**config.mk**
```make
export PLATFORM = sky130hd
export DESIGN_NAME = mcb_buffer
export DESIGN_NICKNAME = d
export VERILOG_FILES = /design/src/pkg/mcb_pkg.sv /design/src/rtl/mcb_buffer.sv /design/src/rtl/mcb_step_unit.sv
export SDC_FILE = /design/constraint.sdc
export NUM_CORES = 1
export LEC_CHECK = 0
export BUFFER_PORTS_ARGS = -buffer_cell sky130_fd_sc_hd__buf_4
export CAP_MARGIN = 5
export CORE_UTILIZATION = 40
export CTS_BUF_LIST = sky130_fd_sc_hd__clkbuf_4
export DETAILED_ROUTE_END_ITERATION = 7
export PLACE_DENSITY = 0.62
export SLEW_MARGIN = 20
export SYNTH_ARGS = -nofsm -noshare
export SYNTH_HDL_FRONTEND = slang
export SYNTH_SLANG_ARGS = --single-unit
```
**constraint.sdc**
```tcl
create_clock -name sys_clk_i -period 23.9 [get_ports sys_clk_i]
set_input_delay 2.39 -clock sys_clk_i [delete_from_list [all_inputs] [get_ports sys_clk_i]]
set_output_delay 2.39 -clock sys_clk_i [all_outputs]
set_load 0.02 [all_outputs]
```
**src/pkg/mcb_pkg.sv**
```systemverilog
package mcb_pkg;
  localparam int IDX_W   = 4;
  localparam int ENTRY_W = 12;
  localparam int DATA_W  = 8;
  localparam int CNT_W   = 12;
  localparam int UADDR_W = 12;
  localparam int DLY_W   = 24;
  localparam int NUM_ENTRIES = 16;

  // Entry layout
  localparam int PAR_BIT    = 8;
  localparam int STOP_BIT   = 9;
  localparam int UNIT_BIT   = 10;
  localparam int BRANCH_BIT = 11;

  localparam logic [IDX_W-1:0]   IDX_ZERO  = 4'h0;
  localparam logic [IDX_W-1:0]   DATA_TOP  = 4'hF;
  localparam logic [ENTRY_W-1:0] ENTRY_RST = 12'h000;
  localparam logic [CNT_W-1:0]   CNT_RST   = 12'h000;
  localparam logic [DATA_W-1:0]  BYTE_ZERO = 8'h00;
  localparam logic [DATA_W-1:0]  BYTE_ONES = 8'hFF;

  // Register port offsets
  localparam logic [3:0] REG_HOLD   = 4'h0;
  localparam logic [3:0] REG_CMDPTR = 4'h1;
  localparam logic [3:0] REG_CMDUB  = 4'h2;
  localparam logic [3:0] REG_DATPTR = 4'h3;
  localparam logic [3:0] REG_DATLB  = 4'h4;
  localparam logic [3:0] REG_PRESET = 4'h5;
  localparam logic [3:0] REG_COUNT  = 4'h6;
  localparam logic [3:0] REG_STATUS = 4'h7;

  // Loop delay
  localparam longint CLK_PERIOD_NS  = 8;
  localparam longint LOOP_DELAY_MS  = 100;
  localparam logic [DLY_W-1:0] LOOP_DELAY_CYC =
    DLY_W'(LOOP_DELAY_MS * 1000000 / CLK_PERIOD_NS);

  typedef enum logic [1:0] {
    SRC_BUF  = 2'b00,
    SRC_ZERO = 2'b01,
    SRC_ONES = 2'b10
  } mcb_source_e;

  typedef enum logic [1:0] {
    BND_BUF       = 2'b00,
    BND_FETCH_LOW = 2'b01,
    BND_CMD_BOUND = 2'b10
  } mcb_bound_e;

  typedef enum logic [2:0] {
    L_IDLE  = 3'b000,
    L_RESET = 3'b001,
    L_DELAY = 3'b010,
    L_LOAD  = 3'b011,
    L_RUN   = 3'b100
  } mcb_loop_e;

  typedef struct packed {
    logic [IDX_W-1:0]   left_rot;
    logic [DATA_W-1:0]  right_rot;
    logic [2:0]         flag_sw;
    logic [UADDR_W-1:0] start_uaddr;
    logic               count_or_entry_load_select;
    mcb_bound_e         bound_target_select;
    mcb_source_e        data_source;
    logic               halt_on_miscompare;
    logic               repeat_current_command;
    logic               counted_microloop;
    logic               address_bounded_microloop;
    logic               loop_delay_suppress;
    logic               parity_corrupt;
    logic               load_pb;
    logic               set_adr_pb;
    logic               stop_pb;
    logic               start_pb;
  } mcb_panel_s;

  typedef struct packed {
    logic               store_wr;
    logic               store_rd;
    logic [IDX_W-1:0]   store_idx;
    logic               hold_from_io;
    logic               access_command;
    logic               data_fetch;
    logic               preset_from_gc;
    logic               preset_to_counter;
    logic               count_dec;
    logic               read_fwd;
    logic               read_bwd;
    logic               ucycle;
    logic [UADDR_W-1:0] microcode_address;
  } mcb_micro_s;
endpackage : mcb_pkg

```
**src/rtl/mcb_buffer.sv**
```systemverilog
// Behaviour
// - Sixteen entries of twelve bits: data byte, parity, three flags.
// - Sequencer writes from counter bits 7:0 and 11:9; reads go to I/O or counter.
// - Holding register captures reads; low byte loadable from I/O byte.
// - Four-bit pointer to next command entry.
// - Four-bit bound marking highest command entry.
// - Four-bit pointer to next data entry.
// - Four-bit lowest data entry bound.
// - One step unit updates both pointers.
// - Count preset loads from rotaries or counter, then moves to down counter.
// - Down counter counts fetched data bytes; also a utility counter.
// - Display: data byte on group A; parity, flags, step value on B.
// - Panel load writes right digits and flags, or all digits to preset.
// - Set-address loads step unit plus command pointer, lower or upper bound.
// - Halt on miscompare during forward and backward reads only.
// - Compare source: pointed entry, all zeros or all ones.
// - Repeat current command until stop or switch off.
// - Counted loop: reset, optional delay, load start, count down, repeat.
// - Address loop: reset, optional delay, run until address matches, repeat.
// - Preset zero gives a continuous record without count end.
// - Data runs lower bound through F and wraps until count ends.
// - Commands loop zero to bound unless stop flag; overlap doubles as data.
// - Parity corrupt control stores wrong parity.
// - Parity is odd over the data byte.
// - Flags: stop after command, unit address, branch word.
// - Command pointer steps by one, back to zero at the bound.
module mcb_buffer #(
  parameter logic [mcb_pkg::DLY_W-1:0] DELAY_CYC = mcb_pkg::LOOP_DELAY_CYC
) (
  // Clock and reset
  input  wire logic                        sys_clk_i,
  input  wire logic                        rst_i,
  // Register port
  input  wire logic [3:0]                  reg_addr_i,
  input  wire logic [11:0]                 reg_wdata_i,
  input  wire logic                        reg_wr_i,
  input  wire logic                        reg_rd_i,
  output logic      [11:0]                 reg_rdata_o,
  // Panel and sequencer
  input  wire mcb_pkg::mcb_panel_s         panel_i,
  input  wire mcb_pkg::mcb_micro_s         micro_i,
  input  wire logic [mcb_pkg::CNT_W-1:0]   general_counter_i,
  input  wire logic [mcb_pkg::DATA_W-1:0]  io_byte_i,
  // Data out
  output logic      [mcb_pkg::ENTRY_W-1:0] store_rd_data_o,
  output logic      [mcb_pkg::ENTRY_W-1:0] buffer_output_holding_o,
  output logic      [7:0]                  display_a_o,
  output logic      [7:0]                  display_b_o,
  // Status
  output logic                             miscompare_halt_o,
  output logic                             buffer_stop_o,
  output logic                             count_done_o,
  output logic                             repeat_active_o,
  // Microloop control
  output logic                             machine_reset_o,
  output logic                             uaddr_load_o,
  output logic      [mcb_pkg::UADDR_W-1:0] uaddr_value_o
);
  logic [11:0] store [mcb_pkg::NUM_ENTRIES];
  logic [3:0]  next_command_pointer;
  logic [3:0]  last_command_bound;
  logic [3:0]  next_fetch_pointer;
  logic [3:0]  fetch_lowest_bound;
  logic [3:0]  step_value;
  logic [3:0]  step_operand;
  logic [3:0]  next_step;
  logic [11:0] byte_count_preset;
  logic [11:0] byte_down_counter;
  logic [11:0] loop_count;
  logic [23:0] delay_count;
  logic        continuous;
  logic        repeat_latch;
  logic        repeat_sw_q;
  logic        count_mode;
  logic        panel_wr;
  logic        fetch_go;
  logic        miscompare;
  logic        loop_sw;
  logic        set_buf;
  logic [11:0] src_entry;
  logic [11:0] cmd_entry;
  mcb_pkg::mcb_loop_e state;
  mcb_pkg::mcb_loop_e next_state;

  function automatic logic [11:0] make_entry(input logic [7:0] data,
                                             input logic [2:0] flags,
                                             input logic       corrupt);
    make_entry = {flags, ~(^data) ^ corrupt, data};
  endfunction : make_entry

  function automatic logic bus_wr(input logic [3:0] off);
    bus_wr = reg_wr_i && (reg_addr_i == off);
  endfunction : bus_wr

  assign panel_wr  = panel_i.load_pb && !panel_i.count_or_entry_load_select;
  assign set_buf   = panel_i.set_adr_pb && (panel_i.bound_target_select == mcb_pkg::BND_BUF);
  assign cmd_entry = store[next_command_pointer];
  assign count_done_o = !continuous && (byte_down_counter == mcb_pkg::CNT_RST);
  // Count end blocks further fetches; a halt freezes the compare registers
  assign fetch_go  = micro_i.data_fetch && !count_done_o && !miscompare_halt_o;

  always_comb begin
    case (panel_i.data_source)
      mcb_pkg::SRC_BUF:  src_entry = store[next_fetch_pointer];
      mcb_pkg::SRC_ZERO: src_entry = make_entry(mcb_pkg::BYTE_ZERO, 3'h0, 1'b0);
      mcb_pkg::SRC_ONES: src_entry = make_entry(mcb_pkg::BYTE_ONES, 3'h0, 1'b0);
      default:           src_entry = mcb_pkg::ENTRY_RST;
    endcase
  end

  assign miscompare = fetch_go && panel_i.halt_on_miscompare &&
                      (micro_i.read_fwd || micro_i.read_bwd) &&
                      (src_entry[7:0] != io_byte_i);

  // Store: panel wins the single write port
  always_ff @(posedge sys_clk_i or posedge rst_i) begin
    if (rst_i) begin
      for (int i = 0; i < mcb_pkg::NUM_ENTRIES; i++) begin
        store[i] <= mcb_pkg::ENTRY_RST;
      end
    end else if (panel_wr) begin
      store[panel_i.left_rot] <= make_entry(panel_i.right_rot, panel_i.flag_sw,
                                            panel_i.parity_corrupt);
    end else if (micro_i.store_wr) begin
      store[micro_i.store_idx] <= make_entry(general_counter_i[7:0],
                                             general_counter_i[11:9],
                                             panel_i.parity_corrupt);
    end
  end

  always_ff @(posedge sys_clk_i or posedge rst_i) begin
    if (rst_i) begin
      store_rd_data_o <= mcb_pkg::ENTRY_RST;
    end else if (micro_i.store_rd) begin
      store_rd_data_o <= store[micro_i.store_idx];
    end
  end

  // Holding register stays frozen while a miscompare halt is shown
  always_ff @(posedge sys_clk_i or posedge rst_i) begin
    if (rst_i) begin
      buffer_output_holding_o <= mcb_pkg::ENTRY_RST;
    end else if (miscompare_halt_o) begin
      buffer_output_holding_o <= buffer_output_holding_o;
    end else if (micro_i.access_command) begin
      buffer_output_holding_o <= cmd_entry;
    end else if (fetch_go) begin
      buffer_output_holding_o <= src_entry;
    end else if (micro_i.store_rd) begin
      buffer_output_holding_o <= store[micro_i.store_idx];
    end else if (micro_i.hold_from_io) begin
      buffer_output_holding_o[7:0] <= io_byte_i;
    end else if (bus_wr(mcb_pkg::REG_HOLD)) begin
      buffer_output_holding_o <= reg_wdata_i;
    end
  end

  // One shared step unit; a command access takes precedence over a fetch
  assign step_operand = micro_i.access_command ? next_command_pointer : next_fetch_pointer;

  mcb_step_unit u_step (
    .value_i     (step_operand),
    .cmd_i       (micro_i.access_command),
    .down_i      (micro_i.read_bwd),
    .cmd_bound_i (last_command_bound),
    .data_low_i  (fetch_lowest_bound),
    .next_o      (next_step)
  );

  always_ff @(posedge sys_clk_i or posedge rst_i) begin
    if (rst_i) begin
      step_value <= mcb_pkg::IDX_ZERO;
    end else if (set_buf) begin
      step_value <= panel_i.left_rot;
    end else if (micro_i.access_command || fetch_go) begin
      step_value <= next_step;
    end
  end

  always_ff @(posedge sys_clk_i or posedge rst_i) begin
    if (rst_i) begin
      next_command_pointer <= mcb_pkg::IDX_ZERO;
    end else if (set_buf) begin
      next_command_pointer <= panel_i.left_rot;
    end else if (micro_i.access_command && !repeat_latch) begin
      next_command_pointer <= next_step;
    end else if (bus_wr(mcb_pkg::REG_CMDPTR)) begin
      next_command_pointer <= reg_wdata_i[3:0];
    end
  end

  always_ff @(posedge sys_clk_i or posedge rst_i) begin
    if (rst_i) begin
      last_command_bound <= mcb_pkg::IDX_ZERO;
      fetch_lowest_bound <= mcb_pkg::IDX_ZERO;
    end else begin
      if (panel_i.set_adr_pb && panel_i.bound_target_select == mcb_pkg::BND_CMD_BOUND) begin
        last_command_bound <= panel_i.left_rot;
      end else if (bus_wr(mcb_pkg::REG_CMDUB)) begin
        last_command_bound <= reg_wdata_i[3:0];
      end
      if (panel_i.set_adr_pb && panel_i.bound_target_select == mcb_pkg::BND_FETCH_LOW) begin
        fetch_lowest_bound <= panel_i.left_rot;
      end else if (bus_wr(mcb_pkg::REG_DATLB)) begin
        fetch_lowest_bound <= reg_wdata_i[3:0];
      end
    end
  end

  always_ff @(posedge sys_clk_i or posedge rst_i) begin
    if (rst_i) begin
      next_fetch_pointer <= mcb_pkg::IDX_ZERO;
    end else if (fetch_go && !micro_i.access_command) begin
      next_fetch_pointer <= next_step;
    end else if (bus_wr(mcb_pkg::REG_DATPTR)) begin
      next_fetch_pointer <= reg_wdata_i[3:0];
    end
  end

  always_ff @(posedge sys_clk_i or posedge rst_i) begin
    if (rst_i) begin
      byte_count_preset <= mcb_pkg::CNT_RST;
    end else if (panel_i.load_pb && panel_i.count_or_entry_load_select) begin
      byte_count_preset <= {panel_i.left_rot, panel_i.right_rot};
    end else if (micro_i.preset_from_gc) begin
      byte_count_preset <= general_counter_i;
    end else if (bus_wr(mcb_pkg::REG_PRESET)) begin
      byte_count_preset <= reg_wdata_i;
    end
  end

  always_ff @(posedge sys_clk_i or posedge rst_i) begin
    if (rst_i) begin
      byte_down_counter <= mcb_pkg::CNT_RST;
      continuous        <= 1'b0;
    end else if (micro_i.preset_to_counter) begin
      byte_down_counter <= byte_count_preset;
      continuous        <= (byte_count_preset == mcb_pkg::CNT_RST);
    end else if ((fetch_go && !continuous) || micro_i.count_dec) begin
      byte_down_counter <= byte_down_counter - 12'h001;
    end else if (bus_wr(mcb_pkg::REG_COUNT)) begin
      byte_down_counter <= reg_wdata_i;
    end
  end

  // Halt and stop flags: a new event beats the start clear
  always_ff @(posedge sys_clk_i or posedge rst_i) begin
    if (rst_i) begin
      miscompare_halt_o <= 1'b0;
      buffer_stop_o     <= 1'b0;
    end else begin
      if (miscompare) begin
        miscompare_halt_o <= 1'b1;
      end else if (panel_i.start_pb) begin
        miscompare_halt_o <= 1'b0;
      end
      if (micro_i.access_command && cmd_entry[mcb_pkg::STOP_BIT]) begin
        buffer_stop_o <= 1'b1;
      end else if (panel_i.start_pb) begin
        buffer_stop_o <= 1'b0;
      end
    end
  end

  // Repeat arms on the switch rising, so stop stays honoured while it is up
  always_ff @(posedge sys_clk_i or posedge rst_i) begin
    if (rst_i) begin
      repeat_latch <= 1'b0;
      repeat_sw_q  <= 1'b0;
    end else begin
      repeat_sw_q <= panel_i.repeat_current_command;
      if (!panel_i.repeat_current_command || panel_i.stop_pb) begin
        repeat_latch <= 1'b0;
      end else if (!repeat_sw_q) begin
        repeat_latch <= 1'b1;
      end
    end
  end
  assign repeat_active_o = repeat_latch;

  always_ff @(posedge sys_clk_i or posedge rst_i) begin
    if (rst_i) begin
      display_a_o <= 8'h00;
      display_b_o <= 8'h00;
    end else begin
      display_a_o <= store[panel_i.left_rot][7:0];
      display_b_o <= {step_value, store[panel_i.left_rot][11:8]};
    end
  end

  // Microloop sequencer
  assign loop_sw = panel_i.counted_microloop || panel_i.address_bounded_microloop;

  always_comb begin
    next_state = state;
    case (state)
      mcb_pkg::L_IDLE:  if (loop_sw) next_state = mcb_pkg::L_RESET;
      mcb_pkg::L_RESET: next_state = panel_i.loop_delay_suppress ? mcb_pkg::L_LOAD
                                                                 : mcb_pkg::L_DELAY;
      mcb_pkg::L_DELAY: if (delay_count == 24'h000000) next_state = mcb_pkg::L_LOAD;
      mcb_pkg::L_LOAD:  next_state = mcb_pkg::L_RUN;
      mcb_pkg::L_RUN: begin
        if (count_mode && micro_i.ucycle && loop_count == mcb_pkg::CNT_RST) begin
          next_state = mcb_pkg::L_RESET;
        end else if (!count_mode && micro_i.microcode_address ==
                     {panel_i.left_rot, panel_i.right_rot}) begin
          next_state = mcb_pkg::L_RESET;
        end
      end
      default:          next_state = mcb_pkg::L_IDLE;
    endcase
    if (!loop_sw) begin
      next_state = mcb_pkg::L_IDLE;
    end
  end

  always_ff @(posedge sys_clk_i or posedge rst_i) begin
    if (rst_i) begin
      state <= mcb_pkg::L_IDLE;
    end else begin
      state <= next_state;
    end
  end

  always_ff @(posedge sys_clk_i or posedge rst_i) begin
    if (rst_i) begin
      count_mode  <= 1'b0;
      delay_count <= 24'h000000;
      loop_count  <= mcb_pkg::CNT_RST;
    end else begin
      if (state == mcb_pkg::L_IDLE) begin
        count_mode <= panel_i.counted_microloop;
      end
      if (state == mcb_pkg::L_RESET) begin
        delay_count <= DELAY_CYC - 24'h000001;
      end else if (state == mcb_pkg::L_DELAY) begin
        delay_count <= delay_count - 24'h000001;
      end
      if (state == mcb_pkg::L_LOAD) begin
        loop_count <= {panel_i.left_rot, panel_i.right_rot};
      end else if (state == mcb_pkg::L_RUN && micro_i.ucycle) begin
        loop_count <= loop_count - 12'h001;
      end
    end
  end

  assign machine_reset_o = (state == mcb_pkg::L_RESET);
  assign uaddr_load_o    = (state == mcb_pkg::L_LOAD);
  assign uaddr_value_o   = panel_i.start_uaddr;

  always_ff @(posedge sys_clk_i or posedge rst_i) begin
    if (rst_i) begin
      reg_rdata_o <= 12'h000;
    end else if (reg_rd_i) begin
      case (reg_addr_i)
        mcb_pkg::REG_HOLD:   reg_rdata_o <= buffer_output_holding_o;
        mcb_pkg::REG_CMDPTR: reg_rdata_o <= {8'h00, next_command_pointer};
        mcb_pkg::REG_CMDUB:  reg_rdata_o <= {8'h00, last_command_bound};
        mcb_pkg::REG_DATPTR: reg_rdata_o <= {8'h00, next_fetch_pointer};
        mcb_pkg::REG_DATLB:  reg_rdata_o <= {8'h00, fetch_lowest_bound};
        mcb_pkg::REG_PRESET: reg_rdata_o <= byte_count_preset;
        mcb_pkg::REG_COUNT:  reg_rdata_o <= byte_down_counter;
        mcb_pkg::REG_STATUS: reg_rdata_o <= {4'h0, state, repeat_latch, continuous,
                                             count_done_o, buffer_stop_o,
                                             miscompare_halt_o};
        default:             reg_rdata_o <= 12'h000;
      endcase
    end
  end
endmodule : mcb_buffer

```
**src/rtl/mcb_step_unit.sv**
```systemverilog
module mcb_step_unit (
  // Operand
  input  wire logic [mcb_pkg::IDX_W-1:0] value_i,
  input  wire logic                      cmd_i,
  input  wire logic                      down_i,
  // Bounds
  input  wire logic [mcb_pkg::IDX_W-1:0] cmd_bound_i,
  input  wire logic [mcb_pkg::IDX_W-1:0] data_low_i,
  // Result
  output logic      [mcb_pkg::IDX_W-1:0] next_o
);
  always_comb begin
    if (cmd_i) begin
      if (value_i == cmd_bound_i) begin
        next_o = mcb_pkg::IDX_ZERO;
      end else begin
        next_o = value_i + 4'h1;
      end
    end else if (down_i) begin
      if (value_i == data_low_i) begin
        next_o = mcb_pkg::DATA_TOP;
      end else begin
        next_o = value_i - 4'h1;
      end
    end else begin
      if (value_i == mcb_pkg::DATA_TOP) begin
        next_o = data_low_i;
      end else begin
        next_o = value_i + 4'h1;
      end
    end
  end
endmodule : mcb_step_unit

```
==> flow_summary_export.csv, run 1 <==
group,metric,value,unit
critical_path,worst_setup_path_end_kind,"output pin",
cells_and_area,ff_latch_area,8346,um2
synthesis,synth.most_common_cell,"nand2_1",
clock_tree,cts_tree,"yes",
power_and_ir_drop,cellInternalPower,1.388,mW
die,io_pins,179,
synthesis,synthDistinctLibCells,81,
critical_path,cp-startpoint,"byte_down_counter[2]",
hold_path,hold_class,"register to register",
clock_tree,clkTransAtPathRegs,0.07,ns
hold_path,holdPathStages,0,
critical_path,criticalPathCategory,"register to output pin",
cells_and_area,area_growth,11.40,%
routing,vias,21660,
synthesis,ys_seq_area_share,35.81,%
power_and_ir_drop,p_clk_share,22.4,%
placed_design,post-place-ws,18.19,ns
synthesis,syn_inst,2296,
critical_path,worstSetupStartpointType,"register",
synthesis,syn_nets,2415,
critical_path,required,21.51,ns
timing,grt_setup_unrepaired,"false",
placed_design,placedInstanceArea,24780,um2
clock_tree,htreeDepth,3,
clock_tree,numClockSinks,333,
outcome,status,"finished clean",
clock_tree,clk_latency,0.89,ns
cells_and_area,n_fill_cell,5421,
synthesis,ys.warnings.count,0,
routing,drtPass1Iterations,7,
timing,hold_viol,0,
cells_and_area,final_core_util,45.02,%
flow_run,cap_violations,0,
routing,drt_wl_total,95.51,mm
timing,period_share,22.31,%
synthesis,netlist_area,23270,um2
critical_path,rrSetupSlack,20.29,ns
power_and_ir_drop,swShare,40.84,%
routing,wl_per_cell,30.06,um
timing,skew,0.06639,ns
routing,drt_iter0_drc,2688,
routing,drcViolationCount,0,
clock_tree,cts_hold_buf,0,
routing,ant_nets,0,
timing,min_period,5.332,ns
cells_and_area,multiInputGateArea,13860,um2
synthesis,synth_top_cell_by_area,"dfrtp_1",
cells_and_area,final_area,25920,um2
synthesis,synth.top_cells.by_count,"nand2_1 (374), dfrtp_1 (333), mux4_2 (225), o21ai_0 (223), a22oi_1 (190)",
grt,antenna_found_initial,4,
cells_and_area,drive_gt1_share,26.57,%
synthesis,synth_top_area_share,35.81,%
timing,fin_setup_tns,0,ns
die,die_area,59140,um2
clock_tree,cts-resized-gates,0,
die,core_area,57590,um2
timing,fin_ws,18.57,ns
die,rows,88,
grt,grt-ovfl-total,0,
power_and_ir_drop,cellPowerDensity,90.48,nW/um2
grt,grt_max_degree,171,
critical_path,critical_path.max_fanout,8,
placed_design,io_buffers,154,
grt,grt_pass1_wl,141.4,mm
synthesis,synth_flop_cell,"dfrtp_1",
power_and_ir_drop,vdd.ir_drop.worst,0.03914,mV
placed_design,gp_congestion,0.9807,
power_and_ir_drop,p_leak,10.35,nW
die,fp.dieH,243.2,um
critical_path,reg2reg_to,"miscompare_halt_o",
critical_path,timing.critical_path.to,"count_done_o",
timing,worstMarginPinSlew,1.212,ns
timing,max_slew_margin,19.12,%
power_and_ir_drop,pwr-share-seq,39.2,%
timing,fmax,187.6,MHz
die,start_util,40.41,%
placed_design,dp_hpwl,64.06,mm
power_and_ir_drop,p_switching,0.9578,mW
placed_design,dp_cells,3011,
power_and_ir_drop,comb_power_share,38.4,%
critical_path,reg2reg_depth,7,
critical_path,cp.arrival,2.94,ns
clock_tree,cts_made_buffers,93,
synthesis,synth.avg_cell_area,10.13,um2
timing,setup_viol,0,
synthesis,ys_seq_elements,333,
cells_and_area,fin_nets,2460,
timing,finalMaxSlewViolations,0,
clock_tree,cts_setup_buffers,0,
die,die_w,243.2,um
synthesis,synth_area_leaders,"dfrtp_1 (36%), mux4_2 (22%), a22oi_1 (6.1%)",
clock_tree,cts_buffer_depth,3,
synthesis,async_flop_share,100.0,%
grt,first_global_vias,21300,
grt,grt_use_total,32.25,%
critical_path,r2r-start,"next_fetch_pointer[0]",
clock_tree,clock-root-buffer,"clkbuf_4",
cells_and_area,instances_no_fill,3177,
routing,viasPerCell,6.819,
synthesis,synth_edf_count,0,
## worst max-delay path: stages (launching register included)
cell,delay (ns)
dfrtp_1,0.48
or4_4,0.61
or3_1,0.39
nor3_1,0.41
buf_4,0.23
## power groups by stage
stage	combinational, mW	sequential (mW)	clock (mW)
global route	0.955	0.929	0.561
floorplan	0.616	0.842	0
detailed placement	0.881	0.912	0
CTS	0.883	0.903	0.533
finish	0.900	0.919	0.526
global placement	0.865	0.905	0
## metal layers
layer	vias to the layer above	global-route usage (%)	routed length [um]
li1	8807	-	-
met1	10740	40.05	34290
met2	1724	48.22	42180
met3	388	11.15	12680
met4	4	19.68	6323
met5	-	0	30
## through the flow
step	power [mW]	hold slack, ns
3_5_place_dp	1.793	0.3950
3_3_place_gp	1.770	0.3970
4_1_cts	2.320	0.4185
5_1_grt	2.445	0.4242
6_report	2.345	0.4366
2_1_floorplan	1.459	0.3488
## cell families after synthesis
| family | Yosys count | share of synthesized area (%) |
|---|---|---|
| and+or+nand+nor | 663 | 12.78 |
| adders and majority gates | 10 | 0.5377 |
| AOI/OAI and AO/OA | 639 | 17.81 |
| DFF | 333 | 35.81 |
| xor gates and xnor gates | 52 | 1.957 |
| muxes | 308 | 25.62 |
| buffers and inverters | 291 | 5.495 |
## registers in the layout (all words and copies together), names as in the netlist, 3 cells and up
| name | flops |
|---|---|
| next_command_pointer | 4 |
| display_a_o | 8 |
| byte_down_counter | 12 |
| store | 192 |
| last_command_bound | 4 |
| delay_count | 24 |
| state | 3 |
| next_fetch_pointer | 4 |
| step_value | 4 |
| loop_count | 12 |
| byte_count_preset | 12 |
| reg_rdata_o | 12 |
| display_b_o | 8 |
| store_rd_data_o | 12 |
| fetch_lowest_bound | 4 |
| buffer_output_holding_o | 12 |
## worst min-delay path by stage
stage | startpoint | end | slack (ns)
6_report | step_value[3] | display_b_o[7] | 0.44
2_1_floorplan | step_value[1] | display_b_o[5] | 0.35
3_3_place_gp | step_value[1] | display_b_o[5] | 0.40
3_5_place_dp | step_value[1] | display_b_o[5] | 0.39
4_1_cts | step_value[2] | display_b_o[6] | 0.42
5_1_grt | step_value[1] | display_b_o[5] | 0.42
## cell type report
class,count,share of cell area [%]
antenna,3,0.02896
clock buffer,128,3.707
inverter,54,0.8109
clock inverter,35,0.6371
sequential,333,32.19
timing repair buffer,187,5.464
tap,765,3.692
multi-input combinational,1672,53.47
## placed cells by master (no fill, tap or decap), types with 8 or more instances in the layout
| cell | synthesis | layout |
|---|---|---|
| a211oi_1 | 8 | 8 |
| a21o_1 | 8 | 8 |
| a21oi_1 | 65 | 65 |
| a22o_1 | 17 | 17 |
| a22oi_1 | 190 | 190 |
| a31oi_1 | 10 | 10 |
| and2_1 | 9 | 9 |
| buf_4 | 18 | 186 |
| clkbuf_4 | 0 | 128 |
| clkinv_1 | 0 | 24 |
| dfrtp_1 | 333 | 327 |
| ha_1 | 10 | 10 |
| inv_1 | 53 | 52 |
| mux2_2 | 17 | 17 |
| mux2i_1 | 62 | 62 |
| mux4_2 | 225 | 225 |
| nand2_1 | 374 | 373 |
| nand2b_1 | 19 | 19 |
| nand3_1 | 28 | 28 |
| nand3b_1 | 11 | 11 |
| nor2_1 | 99 | 77 |
| nor2_2 | 2 | 23 |
| nor2b_1 | 18 | 18 |
| nor3_1 | 38 | 30 |
| nor4_1 | 14 | 12 |
| o211ai_1 | 12 | 12 |
| o21ai_0 | 223 | 212 |
| o21ai_1 | 14 | 15 |
| o21ai_2 | 1 | 11 |
| o221ai_1 | 10 | 10 |
| o22ai_1 | 14 | 14 |
| o32ai_1 | 10 | 10 |
| or3_1 | 10 | 10 |
| xnor2_1 | 34 | 34 |
| xor2_1 | 18 | 18 |
Power figures use the tool's default switching activity.
==> run 2, diff against run 1 <==
--- a/config.mk
+++ b/config.mk
@@ -10,7 +10,7 @@
 export CORE_UTILIZATION = 40
 export CTS_BUF_LIST = sky130_fd_sc_hd__clkbuf_4
 export DETAILED_ROUTE_END_ITERATION = 7
-export PLACE_DENSITY = 0.62
+export PLACE_DENSITY = 0.64
 export SLEW_MARGIN = 20
 export SYNTH_ARGS = -nofsm -noshare
 export SYNTH_HDL_FRONTEND = slang
==> constraint.sdc (replaced) <==
create_clock -name sys_clk_i -period 4.45 [get_ports sys_clk_i]
set_input_delay 0.445 -clock sys_clk_i [delete_from_list [all_inputs] [get_ports sys_clk_i]]
set_output_delay 0.445 -clock sys_clk_i [all_outputs]
set_load 0.02 [all_outputs]
==> flow_summary_export.csv, run 2 (synthesized netlist as in run 1, its figures left out) <==
group,metric,value,unit
outcome,status,"finished clean",
clock_tree,cts-resized-gates,0,
die,core_area,57590,um2
cells_and_area,drive_gt1_share,26.54,%
routing,vias,22050,
timing,worstMarginPinSlew,1.124,ns
hold_path,hold_class,"input pin to register",
die,die_area,59140,um2
die,start_util,40.41,%
timing,grt_setup_unrepaired,"false",
cells_and_area,largest_register_ffs,192,
hold_path,holdPathStages,3,
critical_path,cp.arrival,2.96,ns
critical_path,cp_top_family,"simple AND/OR/NAND/NOR gates",
grt,antenna_found_initial,1,
power_and_ir_drop,cellPowerDensity,479.9,nW/um2
hold_path,worstHoldStart,"reg_wdata_i[6]",
timing,hold_viol,0,
placed_design,gp_congestion,0.9872,
clock_tree,cts_made_buffers,92,
grt,grt_pass1_wl,145.7,mm
timing,fin_ws,1.048,ns
cells_and_area,top_register,"store",
cells_and_area,layout_commonest_cell,"nand2_1",
timing,setup_viol,0,
cells_and_area,n_fill_cell,5411,
placed_design,io_buffers,154,
grt,grt-ovfl-total,0,
routing,wl_per_cell,30.43,um
critical_path,slowest_delay,0.61,ns
clock_tree,clock-root-buffer,"clkbuf_4",
critical_path,cp_slowest_cell,"or4_4",
critical_path,path_cells,"or4_4 -> or3_1 -> nor3_1 -> buf_4",
die,io_pins,179,
timing,skew,0.06901,ns
die,rows,88,
routing,drt_iter0_drc,2988,
routing,drt_wl_total,99.00,mm
critical_path,rrSetupSlack,1.19,ns
routing,ant_nets,0,
placed_design,post-place-ws,1.171,ns
clock_tree,htreeDepth,3,
cells_and_area,area_growth,14.23,%
critical_path,reg2reg_depth,11,
cells_and_area,final_core_util,46.16,%
clock_tree,clk_latency,0.89,ns
timing,max_slew_margin,24.91,%
timing,period_share,76.45,%
cells_and_area,fin_nets,2531,
timing,fmax,293.9,MHz
grt,grt_max_degree,145,
clock_tree,clkTransAtPathRegs,0.07,ns
die,fp.dieH,243.2,um
timing,finalMaxSlewViolations,0,
critical_path,required,4.01,ns
critical_path,reg2reg_to,"byte_down_counter[8]",
critical_path,worst_setup_path_end_kind,"output pin",
clock_tree,cts_tree,"yes",
routing,drtPass1Iterations,7,
placed_design,dp_hpwl,65.67,mm
clock_tree,numClockSinks,333,
cells_and_area,reg_top3,"store x192, delay_count x24",
clock_tree,cts_buffer_depth,3,
critical_path,criticalPathCategory,"register to output pin",
critical_path,cp.buffers_inverters,1,
power_and_ir_drop,p_leak,10.72,nW
timing,min_period,3.402,ns
grt,first_global_vias,21400,
routing,viasPerCell,6.779,
die,die_w,243.2,um
timing,hold_ws,0.04002,ns
critical_path,critical_path.max_fanout,8,
power_and_ir_drop,vdd.ir_drop.worst,0.2190,mV
flow_run,cap_violations,0,
hold_path,holdPathEnd,"byte_down_counter[6]",
routing,drcViolationCount,0,
grt,grt_use_total,33.50,%
cells_and_area,mostFrequentLayoutCells,"nand2_1 (374), dfrtp_1 (327), mux4_2 (225)",
critical_path,worstSetupStartpointType,"register",
critical_path,r2r-start,"byte_down_counter[0]",
[run 2: power breakdown]
part           switching (mW)  total, mW  internal (mW)  leakage [nW]
Combinational            2.37       4.71           2.34          5.88
Clock                    1.50       3.02           1.53         0.726
Sequential               1.25       5.03           3.77          4.11
Total                    5.11       12.8           7.64          10.7
[run 2: worst reg2reg max path: cells and delay by family (launching register included)]
family          cells  cell delay (ns)
simple gates        3             1.07
buf+inv             3             0.92
flops               1             0.47
compound gates      4             0.55
fa+ha+maj           1             0.15
[run 2: metrics by stage]
step | cells | TNS (ns) | area, um2 | total power, mW
after floorplan | 2296 | -147.73 | 23270 | 7.835
after global placement | 3046 | 0 | 24960 | 9.453
after detailed placement | 3046 | 0 | 24970 | 9.569
after CTS | 3251 | 0 | 26540 | 12.61
after global routing | 3253 | 0 | 26580 | 13.30
final | 3253 | 0 | 26580 | 12.76
[run 2: how the worst max path moves through the flow]
stage | end | slack [ns] | cells after the start | from
after CTS | count_done_o | 1.01 | 4 | byte_down_counter[2]
after floorplan | buffer_output_holding_o[0] | -0.44 | 1 | rst_i
after global placement | store[44] | 1.21 | 6 | micro_i[21]
after global routing | count_done_o | 0.97 | 4 | byte_down_counter[2]
after detailed placement | store[44] | 1.17 | 6 | micro_i[21]
final | count_done_o | 1.05 | 4 | byte_down_counter[2]
[run 2: area by class of cell]
cell class / count / area, um2 / area share [%]
tap: 765 / 957.2 / 3.601
timing repair buffer: 259 / 2092 / 7.870
sequential: 333 / 8348 / 31.41
antenna: 1 / 2.502 / 0.009414
clock inverter: 39 / 236.5 / 0.8896
inverter: 54 / 206.4 / 0.7767
multi-input combinational: 1672 / 13760 / 51.78
clock buffer: 130 / 975.9 / 3.671
[run 2: repair_timing]
action | CTS | global route
hold endpoints to repair | 79 | 0
hold buffers | 36 | 0
buffers inserted | 0 | 0
[run 2: routing by layer]
| metal | track usage [%] | part of all wire (%) | vias to the layer above |
|---|---|---|---|
| met2 | 48.62 | 43 | 1809 |
| li1 | - | - | 8966 |
| met5 | 0 | 0 | - |
| met1 | 41.80 | 35 | 10890 |
| met3 | 11.44 | 14 | 392 |
| met4 | 23.34 | 7.6 | 0 |
